===== config.mk =====
export PLATFORM = sky130hd
export DESIGN_NAME = pvh_video_ctrl
export DESIGN_NICKNAME = d
export VERILOG_FILES = /design/src/design/pvh_pkg.sv /design/src/design/pvh_i2c_slave.sv /design/src/design/pvh_i2c_master.sv /design/src/design/pvh_video_ctrl.sv
export SDC_FILE = /design/constraint.sdc
export NUM_CORES = 1
export LEC_CHECK = 0
export BUFFER_PORTS_ARGS = -buffer_cell sky130_fd_sc_hd__buf_2
export CAP_MARGIN = 20
export CORE_UTILIZATION = 25
export DETAILED_ROUTE_END_ITERATION = 6
export PLACE_DENSITY_LB_ADDON = 0.15
export SYNTH_ARGS = -nofsm -noshare
export SYNTH_HDL_FRONTEND = slang
export SYNTH_HIERARCHICAL = 1
export SYNTH_SLANG_ARGS = --single-unit

===== constraint.sdc =====
create_clock -name mclk -period 2.4 [get_ports mclk]
set_clock_uncertainty 0.1 [all_clocks]
set_input_delay 0.48 -clock mclk [delete_from_list [all_inputs] [get_ports mclk]]
set_output_delay 0.48 -clock mclk [all_outputs]
set_load 0.01 [all_outputs]

===== src/design/pvh_pkg.sv =====
// shared constants and types for the video input and host control front end
package pvh_pkg;
    localparam logic [6:0] ADDR_LO_A = 7'h34;
    localparam logic [6:0] ADDR_LO_B = 7'h35;
    localparam logic [6:0] ADDR_HI_A = 7'h3a;
    localparam logic [6:0] ADDR_HI_B = 7'h3b;
    localparam logic [6:0] PERIPH_ADDR = 7'h60;
    localparam logic [7:0] CMD_STATUS = 8'h00;
    localparam logic [7:0] CMD_LED = 8'h01;
    localparam int CHAN_W = 10;
    localparam int PIX_W = 30;
    localparam int PAT_MSB = 8;
    localparam int LANES = 5;
    localparam int LANE_BITS = 7;
    localparam logic [2:0] LANE_LAST = 3'h6;
    localparam logic [1:0] LW_24 = 2'h0;
    localparam logic [1:0] LW_27 = 2'h1;
    localparam logic [1:0] LW_30 = 2'h2;
    localparam logic [3:0] INIT_CYC = 4'h8;
    localparam int CLK_MHZ = 100;
    localparam int I2C_KHZ = 400;
    localparam logic [7:0] QTR_CYC = 8'((CLK_MHZ * 1000) / (I2C_KHZ * 4));
    localparam logic [4:0] MST_LAST = 5'h11;
    typedef enum logic [2:0] {SL_IDLE, SL_ADDR, SL_AACK, SL_WR, SL_WACK, SL_RD, SL_RACK}
        pvh_sl_st_t;
    typedef enum logic [1:0] {M_IDLE, M_START, M_BIT, M_STOP} pvh_m_st_t;
endpackage


===== src/design/pvh_i2c_slave.sv =====
// two-wire control slave with a strap-selected address pair
module pvh_i2c_slave (
    input wire logic mclk,
    input wire logic rstn,
    input wire logic sclIn,
    input wire logic sdaIn,
    input wire logic addrHi,
    input wire logic [7:0] rdData,
    output logic sdaOe,
    output logic wrStb,
    output logic wrFirst,
    output logic [7:0] wrData,
    output logic rdStb
);
    import pvh_pkg::*;
    typedef struct packed {
        logic [1:0] scl;
        logic [1:0] sda;
        logic sclP;
        logic sdaP;
        pvh_sl_st_t st;
        logic [7:0] sh;
        logic [2:0] cnt;
        logic rw;
        logic first;
        logic oe;
        logic wrStb;
        logic rdStb;
    } pvh_sl_t;
    pvh_sl_t q, n;
    logic sclS, sdaS, rise, fall, start, stop;
    logic [7:0] byteIn;
    logic [6:0] addrA, addrB;

    assign sclS = q.scl[1];
    assign sdaS = q.sda[1];
    assign rise = sclS & ~q.sclP;
    assign fall = ~sclS & q.sclP;
    assign start = sclS & q.sclP & ~sdaS & q.sdaP;
    assign stop = sclS & q.sclP & sdaS & ~q.sdaP;
    assign byteIn = {q.sh[6:0], sdaS};
    assign addrA = addrHi ? ADDR_HI_A : ADDR_LO_A;
    assign addrB = addrHi ? ADDR_HI_B : ADDR_LO_B;

    always_comb begin
        n = q;
        n.scl = {q.scl[0], sclIn};
        n.sda = {q.sda[0], sdaIn};
        n.sclP = sclS;
        n.sdaP = sdaS;
        n.wrStb = 1'b0;
        n.rdStb = 1'b0;
        if (start) begin
            n.st = SL_ADDR;
            n.cnt = 3'h0;
            n.oe = 1'b0;
            n.first = 1'b1;
        end else if (stop) begin
            n.st = SL_IDLE;
            n.oe = 1'b0;
        end else begin
            case (q.st)
                SL_ADDR: if (rise) begin
                    n.sh = byteIn;
                    n.cnt = q.cnt + 3'h1;
                    if (q.cnt == 3'h7) begin
                        if (byteIn[7:1] == addrA || byteIn[7:1] == addrB) begin
                            n.st = SL_AACK;
                            n.rw = byteIn[0];
                            n.rdStb = byteIn[0];
                        end else begin
                            n.st = SL_IDLE;
                        end
                    end
                end
                SL_AACK, SL_WACK: if (fall) begin
                    if (!q.oe) begin
                        n.oe = 1'b1;
                    end else if (q.st == SL_AACK && q.rw) begin
                        n.st = SL_RD;
                        n.sh = rdData;
                        n.oe = ~rdData[7];
                        n.cnt = 3'h0;
                    end else begin
                        n.st = SL_WR;
                        n.oe = 1'b0;
                        n.cnt = 3'h0;
                    end
                end
                SL_WR: if (rise) begin
                    n.sh = byteIn;
                    n.cnt = q.cnt + 3'h1;
                    if (q.cnt == 3'h7) begin
                        n.st = SL_WACK;
                        n.wrStb = 1'b1;
                    end
                end
                SL_RD: if (rise) begin
                    n.cnt = q.cnt + 3'h1;
                end else if (fall) begin
                    if (q.cnt == 3'h0) begin
                        n.st = SL_RACK;
                        n.oe = 1'b0;
                    end else begin
                        n.sh = {q.sh[6:0], 1'b0};
                        n.oe = ~q.sh[6];
                    end
                end
                SL_RACK: if (rise) begin
                    if (sdaS) begin
                        n.st = SL_IDLE;
                    end else begin
                        n.rdStb = 1'b1;
                        n.cnt = 3'h1;
                    end
                end else if (fall && q.cnt == 3'h1) begin
                    n.st = SL_RD;
                    n.sh = rdData;
                    n.oe = ~rdData[7];
                    n.cnt = 3'h0;
                end
                default: n.st = SL_IDLE;
            endcase
        end
        if (q.wrStb && !start) begin
            n.first = 1'b0;
        end
    end

    always_ff @(posedge mclk or negedge rstn) begin
        if (!rstn) begin
            q <= '{scl: 2'h3, sda: 2'h3, sclP: 1'b1, sdaP: 1'b1, st: SL_IDLE,
                   sh: 8'h00, cnt: 3'h0, rw: 1'b0, first: 1'b0, oe: 1'b0,
                   wrStb: 1'b0, rdStb: 1'b0};
        end else begin
            q <= n;
        end
    end

    assign sdaOe = q.oe;
    assign wrStb = q.wrStb;
    assign wrFirst = q.first;
    assign wrData = q.sh;
    assign rdStb = q.rdStb;

    AST_ADDR_LO: assert property (@(posedge mclk) disable iff (!rstn)
        (q.st == SL_AACK && $past(q.st) == SL_ADDR && !addrHi) |-> q.sh[7:2] == ADDR_LO_A[6:1])
        else $error("slave matched outside low address pair");
    AST_ADDR_HI: assert property (@(posedge mclk) disable iff (!rstn)
        (q.st == SL_AACK && $past(q.st) == SL_ADDR && addrHi) |-> q.sh[7:2] == ADDR_HI_A[6:1])
        else $error("slave matched outside high address pair");
endmodule // pvh_i2c_slave


===== src/design/pvh_i2c_master.sv =====
// two-wire master that writes one byte to an on-board peripheral
module pvh_i2c_master (
    input wire logic mclk,
    input wire logic rstn,
    input wire logic go,
    input wire logic [7:0] data,
    output logic sclOe,
    output logic sdaOe,
    output logic busy
);
    import pvh_pkg::*;
    typedef struct packed {
        pvh_m_st_t st;
        logic [7:0] div;
        logic [1:0] ph;
        logic [4:0] bitCnt;
        logic [17:0] sh;
        logic sclOe;
        logic sdaOe;
    } pvh_m_t;
    pvh_m_t q, n;
    logic tick;

    assign tick = (q.div == QTR_CYC);

    always_comb begin
        n = q;
        n.div = (q.st == M_IDLE || tick) ? 8'h00 : q.div + 8'h01;
        case (q.st)
            M_IDLE: if (go) begin
                n.st = M_START;
                n.sh = {PERIPH_ADDR, 1'b0, 1'b1, data, 1'b1};
                n.bitCnt = 5'h00;
                n.ph = 2'h0;
            end
            M_START: if (tick) begin
                n.sdaOe = 1'b1;
                n.ph = q.ph + 2'h1;
                if (q.ph == 2'h1) begin
                    n.sclOe = 1'b1;
                    n.st = M_BIT;
                    n.ph = 2'h0;
                end
            end
            M_BIT: if (tick) begin
                n.ph = q.ph + 2'h1;
                case (q.ph)
                    2'h0: n.sdaOe = ~q.sh[17];
                    2'h1: n.sclOe = 1'b0;
                    2'h2: n.sclOe = 1'b0;
                    default: begin
                        n.sclOe = 1'b1;
                        n.sh = {q.sh[16:0], 1'b1};
                        n.bitCnt = q.bitCnt + 5'h01;
                        if (q.bitCnt == MST_LAST) begin
                            n.st = M_STOP;
                        end
                    end
                endcase
            end
            M_STOP: if (tick) begin
                n.ph = q.ph + 2'h1;
                case (q.ph)
                    2'h0: n.sdaOe = 1'b1;
                    2'h1: n.sclOe = 1'b0;
                    default: begin
                        n.sdaOe = 1'b0;
                        n.st = M_IDLE;
                    end
                endcase
            end
            default: n.st = M_IDLE;
        endcase
    end

    always_ff @(posedge mclk or negedge rstn) begin
        if (!rstn) begin
            q <= '{st: M_IDLE, div: 8'h00, ph: 2'h0, bitCnt: 5'h00, sh: 18'h00000,
                   sclOe: 1'b0, sdaOe: 1'b0};
        end else begin
            q <= n;
        end
    end

    assign sclOe = q.sclOe;
    assign sdaOe = q.sdaOe;
    assign busy = (q.st != M_IDLE);
endmodule // pvh_i2c_master


===== src/design/pvh_video_ctrl.sv =====
// video input ports, strap capture and host command handling
module pvh_video_ctrl (
    input wire logic mclk,
    input wire logic rstn,
    input wire logic addrSelIn,
    input wire logic supplyOkIn,
    input wire logic positionSenseIn,
    input wire logic hostCtrlSclIn,
    input wire logic hostCtrlSdaIn,
    output logic hostCtrlSclOut,
    output logic hostCtrlSclOe,
    output logic hostCtrlSdaOut,
    output logic hostCtrlSdaOe,
    output logic periphCtrlSclOut,
    output logic periphCtrlSclOe,
    output logic periphCtrlSdaOut,
    output logic periphCtrlSdaOe,
    input wire logic pixelClkIn,
    input wire logic frameSyncIn,
    input wire logic lineSyncIn,
    input wire logic pixelValidIn,
    input wire logic [pvh_pkg::PIX_W-1:0] rgbPixelBus,
    input wire logic patternMode,
    input wire logic [1:0] chanMap,
    input wire logic lvdsClkPair,
    input wire logic [pvh_pkg::LANES-1:0] lvdsLanes,
    input wire logic [1:0] lvdsWidth,
    output logic [pvh_pkg::PIX_W-1:0] pixWord,
    output logic pixStb,
    output logic frameStart,
    output logic lineStart,
    output logic [pvh_pkg::PIX_W-1:0] lvdsWord,
    output logic lvdsStb,
    output logic initDone,
    output logic strapHi,
    output logic usbSerialSel,
    output logic gpioIn,
    output logic sysReady,
    output logic [7:0] ledCurrent
);
    import pvh_pkg::*;
    localparam int PIN_W = PIX_W + 3;

    typedef struct packed {
        logic [1:0] strap;
        logic [1:0] okSync;
        logic [1:0] posSync;
        logic [1:0] pclk;
        logic pclkP;
        logic [PIN_W-1:0] pin1;
        logic [PIN_W-1:0] pin2;
        logic [PIN_W-1:0] pin3;
        logic frameP;
        logic lineP;
        logic [1:0] lclk;
        logic lclkP;
        logic [LANES-1:0] lane1;
        logic [LANES-1:0] lane2;
        logic [LANES-1:0] lane3;
        logic [2:0] bitCnt;
        logic [LANES*LANE_BITS-1:0] lsh;
        logic [3:0] initCnt;
        logic initDone;
        logic strapHi;
        logic usbSel;
        logic gpio;
        logic ready;
        logic [7:0] cmdIdx;
        logic [7:0] led;
        logic [7:0] rdData;
        logic mstGo;
        logic [PIX_W-1:0] pixWord;
        logic pixStb;
        logic frameStart;
        logic lineStart;
        logic [PIX_W-1:0] lvdsWord;
        logic lvdsStb;
    } pvh_top_t;
    pvh_top_t q, n;

    logic slvSdaOe, wrStb, wrFirst, rdStb, mstSclOe, mstSdaOe, mstBusy;
    logic [7:0] wrData;
    logic pixRise, lvdsRise;
    logic [CHAN_W-1:0] chA, chB, chC;
    logic [LANES*LANE_BITS-1:0] lvdsCat;
    logic [PIX_W-1:0] mapped;

    // remap of the three colour channel groups
    function automatic logic [PIX_W-1:0] remap(input logic [PIX_W-1:0] bus,
                                               input logic [1:0] sel);
        logic [CHAN_W-1:0] a, b, c;
        a = bus[CHAN_W-1:0];
        b = bus[2*CHAN_W-1:CHAN_W];
        c = bus[3*CHAN_W-1:2*CHAN_W];
        case (sel)
            2'h1: remap = {a, c, b};
            2'h2: remap = {b, a, c};
            2'h3: remap = {a, b, c};
            default: remap = {c, b, a};
        endcase
    endfunction

    // keeps only the bits of the configured serial word width
    function automatic logic [PIX_W-1:0] widthMask(input logic [1:0] w);
        case (w)
            LW_27: widthMask = {{(PIX_W-27){1'b0}}, {27{1'b1}}};
            LW_30: widthMask = {PIX_W{1'b1}};
            default: widthMask = {{(PIX_W-24){1'b0}}, {24{1'b1}}};
        endcase
    endfunction

    // ------------------------------------------------------------
    // host and peripheral control ports
    // ------------------------------------------------------------
    pvh_i2c_slave u_slave (
        .mclk(mclk),
        .rstn(rstn),
        .sclIn(hostCtrlSclIn),
        .sdaIn(hostCtrlSdaIn),
        .addrHi(q.strapHi),
        .rdData(q.rdData),
        .sdaOe(slvSdaOe),
        .wrStb(wrStb),
        .wrFirst(wrFirst),
        .wrData(wrData),
        .rdStb(rdStb)
    );

    pvh_i2c_master u_master (
        .mclk(mclk),
        .rstn(rstn),
        .go(q.mstGo),
        .data(q.led),
        .sclOe(mstSclOe),
        .sdaOe(mstSdaOe),
        .busy(mstBusy)
    );

    assign pixRise = q.pclk[1] & ~q.pclkP;
    assign lvdsRise = q.lclk[1] & ~q.lclkP;
    // data one stage older than the clock view: value before the edge
    assign mapped = remap(q.pin3[PIX_W-1:0], chanMap);
    assign chA = mapped[CHAN_W-1:0];
    assign chB = mapped[2*CHAN_W-1:CHAN_W];
    assign chC = mapped[3*CHAN_W-1:2*CHAN_W];
    assign lvdsCat = q.lsh;

    always_comb begin
        n = q;
        n.strap = {q.strap[0], addrSelIn};
        n.okSync = {q.okSync[0], supplyOkIn};
        n.posSync = {q.posSync[0], positionSenseIn};
        n.pclk = {q.pclk[0], pixelClkIn};
        n.pclkP = q.pclk[1];
        n.pin1 = {pixelValidIn, lineSyncIn, frameSyncIn, rgbPixelBus};
        n.pin2 = q.pin1;
        n.pin3 = q.pin2;
        n.lclk = {q.lclk[0], lvdsClkPair};
        n.lclkP = q.lclk[1];
        n.lane1 = lvdsLanes;
        n.lane2 = q.lane1;
        n.lane3 = q.lane2;
        n.mstGo = 1'b0;
        n.pixStb = 1'b0;
        n.frameStart = 1'b0;
        n.lineStart = 1'b0;
        n.lvdsStb = 1'b0;
        n.ready = q.okSync[1] & q.posSync[1];

        // ------------------------------------------------------------
        // strap capture after reset release
        // ------------------------------------------------------------
        if (!q.initDone) begin
            n.initCnt = q.initCnt + 4'h1;
            if (q.initCnt == INIT_CYC) begin
                n.initDone = 1'b1;
                n.strapHi = q.strap[1];
                n.usbSel = q.strap[1];
            end
        end else begin
            n.gpio = q.strap[1];
        end

        // ------------------------------------------------------------
        // host commands
        // ------------------------------------------------------------
        if (wrStb) begin
            if (wrFirst) begin
                n.cmdIdx = wrData;
            end else if (q.cmdIdx == CMD_LED) begin
                n.led = wrData;
                n.mstGo = ~mstBusy;
            end
        end
        if (rdStb) begin
            case (q.cmdIdx)
                CMD_STATUS: n.rdData = {4'h0, mstBusy, q.strapHi, q.initDone, q.ready};
                CMD_LED: n.rdData = q.led;
                default: n.rdData = 8'h00;
            endcase
        end

        // ------------------------------------------------------------
        // parallel pixel port
        // ------------------------------------------------------------
        if (pixRise && q.ready) begin
            n.frameP = q.pin3[PIX_W];
            n.lineP = q.pin3[PIX_W+1];
            n.frameStart = q.pin3[PIX_W] & ~q.frameP;
            n.lineStart = q.pin3[PIX_W+1] & ~q.lineP;
            if (q.pin3[PIX_W+2]) begin
                n.pixStb = 1'b1;
                if (patternMode) begin
                    n.pixWord = {6'h00, chC[CHAN_W-1 -: PAT_MSB], chB[CHAN_W-1 -: PAT_MSB],
                                 chA[CHAN_W-1 -: PAT_MSB]};
                end else begin
                    n.pixWord = {chC, chB, chA};
                end
            end
        end

        // ------------------------------------------------------------
        // serial video port, one bit per lane per rising clock edge
        // ------------------------------------------------------------
        if (lvdsRise && q.ready) begin
            for (int i = 0; i < LANES; i++) begin
                n.lsh[i*LANE_BITS +: LANE_BITS] =
                    {q.lsh[i*LANE_BITS +: LANE_BITS-1], q.lane3[i]};
            end
            n.bitCnt = (q.bitCnt == LANE_LAST) ? 3'h0 : q.bitCnt + 3'h1;
            if (q.bitCnt == LANE_LAST) begin
                n.lvdsStb = 1'b1;
            end
        end
        if (q.lvdsStb) begin
            n.lvdsWord = lvdsCat[PIX_W-1:0] & widthMask(lvdsWidth);
        end
    end

    always_ff @(posedge mclk or negedge rstn) begin
        if (!rstn) begin
            q <= '0;
        end else begin
            q <= n;
        end
    end

    assign hostCtrlSclOut = 1'b0;
    assign hostCtrlSclOe = 1'b0;
    assign hostCtrlSdaOut = 1'b0;
    assign hostCtrlSdaOe = slvSdaOe;
    assign periphCtrlSclOut = 1'b0;
    assign periphCtrlSclOe = mstSclOe;
    assign periphCtrlSdaOut = 1'b0;
    assign periphCtrlSdaOe = mstSdaOe;
    assign pixWord = q.pixWord;
    assign pixStb = q.pixStb;
    assign frameStart = q.frameStart;
    assign lineStart = q.lineStart;
    assign lvdsWord = q.lvdsWord;
    assign lvdsStb = q.lvdsStb;
    assign initDone = q.initDone;
    assign strapHi = q.strapHi;
    assign usbSerialSel = q.usbSel;
    assign gpioIn = q.gpio;
    assign sysReady = q.ready;
    assign ledCurrent = q.led;

    // ------------------------------------------------------------
    // checks
    // ------------------------------------------------------------
    AST_STRAP_HOLD: assert property (@(posedge mclk) disable iff (!rstn)
        $past(q.initDone) |-> $stable(q.strapHi))
        else $error("strap choice changed after init");
    AST_SERIAL: assert property (@(posedge mclk) disable iff (!rstn)
        q.initDone |-> q.usbSel == q.strapHi)
        else $error("usb serial select differs from strap");
    AST_GPIO: assert property (@(posedge mclk) disable iff (!rstn)
        !q.initDone |-> !q.gpio)
        else $error("pin released before init");
    AST_LED: assert property (@(posedge mclk) disable iff (!rstn)
        (wrStb && !wrFirst && q.cmdIdx == CMD_LED) |=> q.led == $past(wrData))
        else $error("led current not taken from host");
    AST_PIX_VALID: assert property (@(posedge mclk) disable iff (!rstn)
        q.pixStb |-> $past(pixRise) && $past(q.pin3[PIX_W+2]) && $past(q.ready))
        else $error("pixel strobe without valid");
    AST_PATTERN: assert property (@(posedge mclk) disable iff (!rstn)
        (q.pixStb && patternMode && $past(patternMode)) |-> q.pixWord[PIX_W-1:24] == 6'h00)
        else $error("pattern word wider than 24 bits");
    AST_FRAME: assert property (@(posedge mclk) disable iff (!rstn)
        q.frameStart |-> $past(pixRise) && $past(q.pin3[PIX_W]) && !$past(q.frameP))
        else $error("frame start without sync edge");
    AST_LVDS_CNT: assert property (@(posedge mclk) disable iff (!rstn)
        q.lvdsStb |-> $past(q.bitCnt) == LANE_LAST && $past(lvdsRise))
        else $error("serial word not after seven bits");
    AST_LVDS_W: assert property (@(posedge mclk) disable iff (!rstn)
        ($past(q.lvdsStb) && $past(lvdsWidth) == LW_24) |-> q.lvdsWord[PIX_W-1:24] == 6'h00)
        else $error("serial word exceeds 24 bits");
    AST_READY: assert property (@(posedge mclk) disable iff (!rstn)
        !$past(q.ready) |-> !q.pixStb && !q.lvdsStb)
        else $error("video output while not ready");
endmodule // pvh_video_ctrl


==> impl_metrics.tcl <==
set metrics [dict create \
    min_to "q[157]$_DFF_PN0_" \
    die_h_um 236 \
    synth.most_common_cell "dfrtp_1" \
    hpwlAfterDp_um 20500 \
    reg2reg_depth 7 \
    grt_setup_unrepaired "no" \
    grt_max_degree 69 \
    drtPass1Iterations 4 \
    vias 8209 \
    synth_cell_types 73 \
    synth.top_cell.area_share 0.574 \
    ys_ff_latch 320 \
    async_flop_share 1.00 \
    worstSetupPathType "flip-flop to flip-flop" \
    seq_power_share 0.449 \
    synth_cells 1068 \
    timing.fmax_ghz 0.458 \
    fin_crit_sh 0.910 \
    hp-start "n[157]$_DFF_PN0_" \
    slew_headroom 0.637 \
    cp.required_ps 2720 \
    yosysWarnings 6 \
    antenna_cells 0 \
    areaGrowthSynthToFinish_pct 21.3 \
    detail_route.iter0.violations 365 \
    cts_buffer_depth 3 \
    power.internal_mw 10.4 \
    synthTopCellsByArea "dfrtp_1, mux2_2, buf_4" \
    gp_congestion 0.771 \
    finalMaxSlewViolations 0 \
    initial_core_util 0.254 \
    dieArea_mm2 0.0557 \
    grt_pass1_vias 8733 \
    num_rows 85 \
    cts_tree "built" \
    vias_per_cell 4.28 \
    wl_um 30900 \
    hp-class "flip-flop to flip-flop" \
    postRouteAntennaNets 0 \
    portBuffers 131 \
    post_cts_resized 0 \
    overflow 0 \
    finalNetCount 1266 \
    p_sw_frac 0.230 \
    core_mm2 0.0539 \
    hold_depth 0 \
    synth_edf_count 0 \
    worstPathMaxFanout 4 \
    hold_ws_ps 241 \
    min_period_ps 2180 \
    hold_violations 0 \
    r2r-start "u_slave/q[5]$_DFFE_PN0P_" \
    cp-start-kind "flip-flop" \
    drive_above_1_share 0.307 \
    ys.flop_type "dfrtp_1" \
    synth_commonest_cells "dfrtp_1, nand2_1, buf_4" \
    drc 0 \
    synth.cell_area_mm2 0.0137 \
    cts_made_buffers 39 \
    avgRoutedWirePerCell_um 16.1 \
    dieWidth_um 236 \
    end_kind "flip-flop" \
    power.share.clock 0.473 \
    tns_ps 0 \
    powerDensity_mw_per_mm2 815 \
    synth_area_per_cell_um2 12.8 \
    p_sw_mw 3.11 \
    h-tree-depth 2 \
    clk_pin_slew_ps 60 \
    power.static_leakage_nw 7.72 \
    setup_viol 0 \
    max_cap_violations 0 \
    worst-slew-pin-transition_ps 543 \
    cts.sinks 320 \
    root_buffer "clkbuf_16" \
    synth_top_cell_by_area "dfrtp_1" \
    antenna_found_initial 2 \
    status "finished clean" \
    grt_usage 0.115 \
    rrSetupSlack_ps 220 \
    pwr-share-comb 0.079 \
    yosysSeqAreaShare 0.586 \
    num-fill-cells 5479 \
    clock_latency_ps 540 \
    grt_pass1_wl_um 50700 \
    io_pins 137 \
    timing.rr.end "u_slave/q[16]$_DFFE_PN0P_" \
    ir_worst_vdd_mv 0.433 \
    cp.arrival_ps 2500 \
]
[cells in the final DEF, fill, tap and decap left out, types with 8 or more instances in the layout]
master,synthesis,final
a21oi_1,10,10
a22o_1,11,11
buf_2,16,130
buf_4,89,32
clkbuf_16,0,41
clkbuf_8,0,12
dfrtp_1,314,314
dlygate4sd3_1,0,46
ha_1,19,19
inv_1,34,34
mux2_1,18,18
mux2_2,83,83
mux2_4,13,13
mux2i_1,27,27
mux4_2,20,20
nand2_1,135,135
nand2b_1,14,14
nand3_1,14,14
nor2_1,24,24
nor2b_1,16,16
nor3_1,10,10
o2111ai_1,8,8
o211ai_1,13,13
o21ai_0,24,24
o21ai_1,12,12
[metrics by stage]
stage	total power, mW	cell area [um2]	utilization	cells	setup WS (ps)
finish	13.5	16600	0.308	1917	215
global route	14.2	16600	0.308	1917	46.9
CTS	13.9	16600	0.308	1917	218
detailed placement	7.21	14700	0.273	1804	213
global placement	7.20	14700	0.273	1804	235
floorplan	6.87	13700	-	1072	350
[critical path, cell delays in order (launching register included)]
cell,delay [ps]
dfrtp_1,400
ha_1,210
ha_1,190
and3b_1,230
o32ai_1,230
a211oi_1,110
nor2_1,240
mux2_2,360
[flip-flops by register name, indices dropped and copies added (netlist names), 3 cells and up]
signal and flops:
pixWord 30, u_slave/q 9, lvdsWord 30, u_slave/wrData 8, ledCurrent 8, lvdsCat 30, q 69, u_master/q 35
n 83, u_slave/n 3
[metal layers]
layer  share of wire  routed length [um]  track usage  vias up
li1                -                   -            -     3887
met1            0.48               14800        0.156     4118
met5         0.00087                  27            0        -
met2            0.45               14000        0.176      143
met3           0.042                1310       0.0263       57
met4           0.025                 785       0.0446        4
[cells by family (layout without fill, tap and decap cells)]
| group | count (synthesis) | after routing | synth area share |
|---|---|---|---|
| buffers and inverters | 169 | 318 | 0.0739 |
| flip-flops | 320 | 320 | 0.586 |
| XOR/XNOR | 11 | 11 | 0.00704 |
| multiplexers | 161 | 161 | 0.150 |
| other | 1 | 5 | 0.000274 |
| AO/OA/AOI/OAI | 129 | 129 | 0.0712 |
| AND/OR/NAND/NOR | 258 | 258 | 0.0942 |
| adder cells (fa/ha/maj) | 19 | 19 | 0.0174 |
[layout make-up]
cell class / instances / area [um2] / area share
Clock inverter: 12 / 215 / 0.0130
Timing Repair Buffer: 215 / 1490 / 0.0896
Clock buffer: 55 / 1200 / 0.0722
Multi-Input combinational cell: 583 / 4670 / 0.281
Inverter: 36 / 135 / 0.00814
Sequential cell: 320 / 8020 / 0.483
Tap cell: 696 / 871 / 0.0525
[worst max path at each step]
stage	start	endpoint	slack (ps)
finish	u_slave/q[5]$_DFFE_PN0P_	u_slave/q[16]$_DFFE_PN0P_	220
global route	u_slave/q[5]$_DFFE_PN0P_	u_slave/q[16]$_DFFE_PN0P_	50
CTS	u_slave/q[5]$_DFFE_PN0P_	u_slave/q[16]$_DFFE_PN0P_	220
detailed placement	u_slave/q[5]$_DFFE_PN0P_	u_slave/q[16]$_DFFE_PN0P_	210
global placement	u_slave/q[5]$_DFFE_PN0P_	u_slave/q[16]$_DFFE_PN0P_	230
floorplan	u_master/q[35]$_DFFE_PN0P_	u_master/sdaOe$_DFFE_PN0P_	350
[power by group through the flow]
stage                     Clock (mW)  Combinational (mW)  Sequential, mW
after global routing            6.90                1.20            6.13
after CTS                       6.70                1.10            6.08
after detailed placement           0                1.03            6.17
after floorplan                    0               0.818            6.05
after global placement             0                1.03            6.17
final                           6.39                1.07            6.07
[repair_timing]
action	CTS	global route
hold endpoints to repair	77	0
buffers inserted	0	0
hold buffers	46	0
Power figures use the tool's default switching activity.
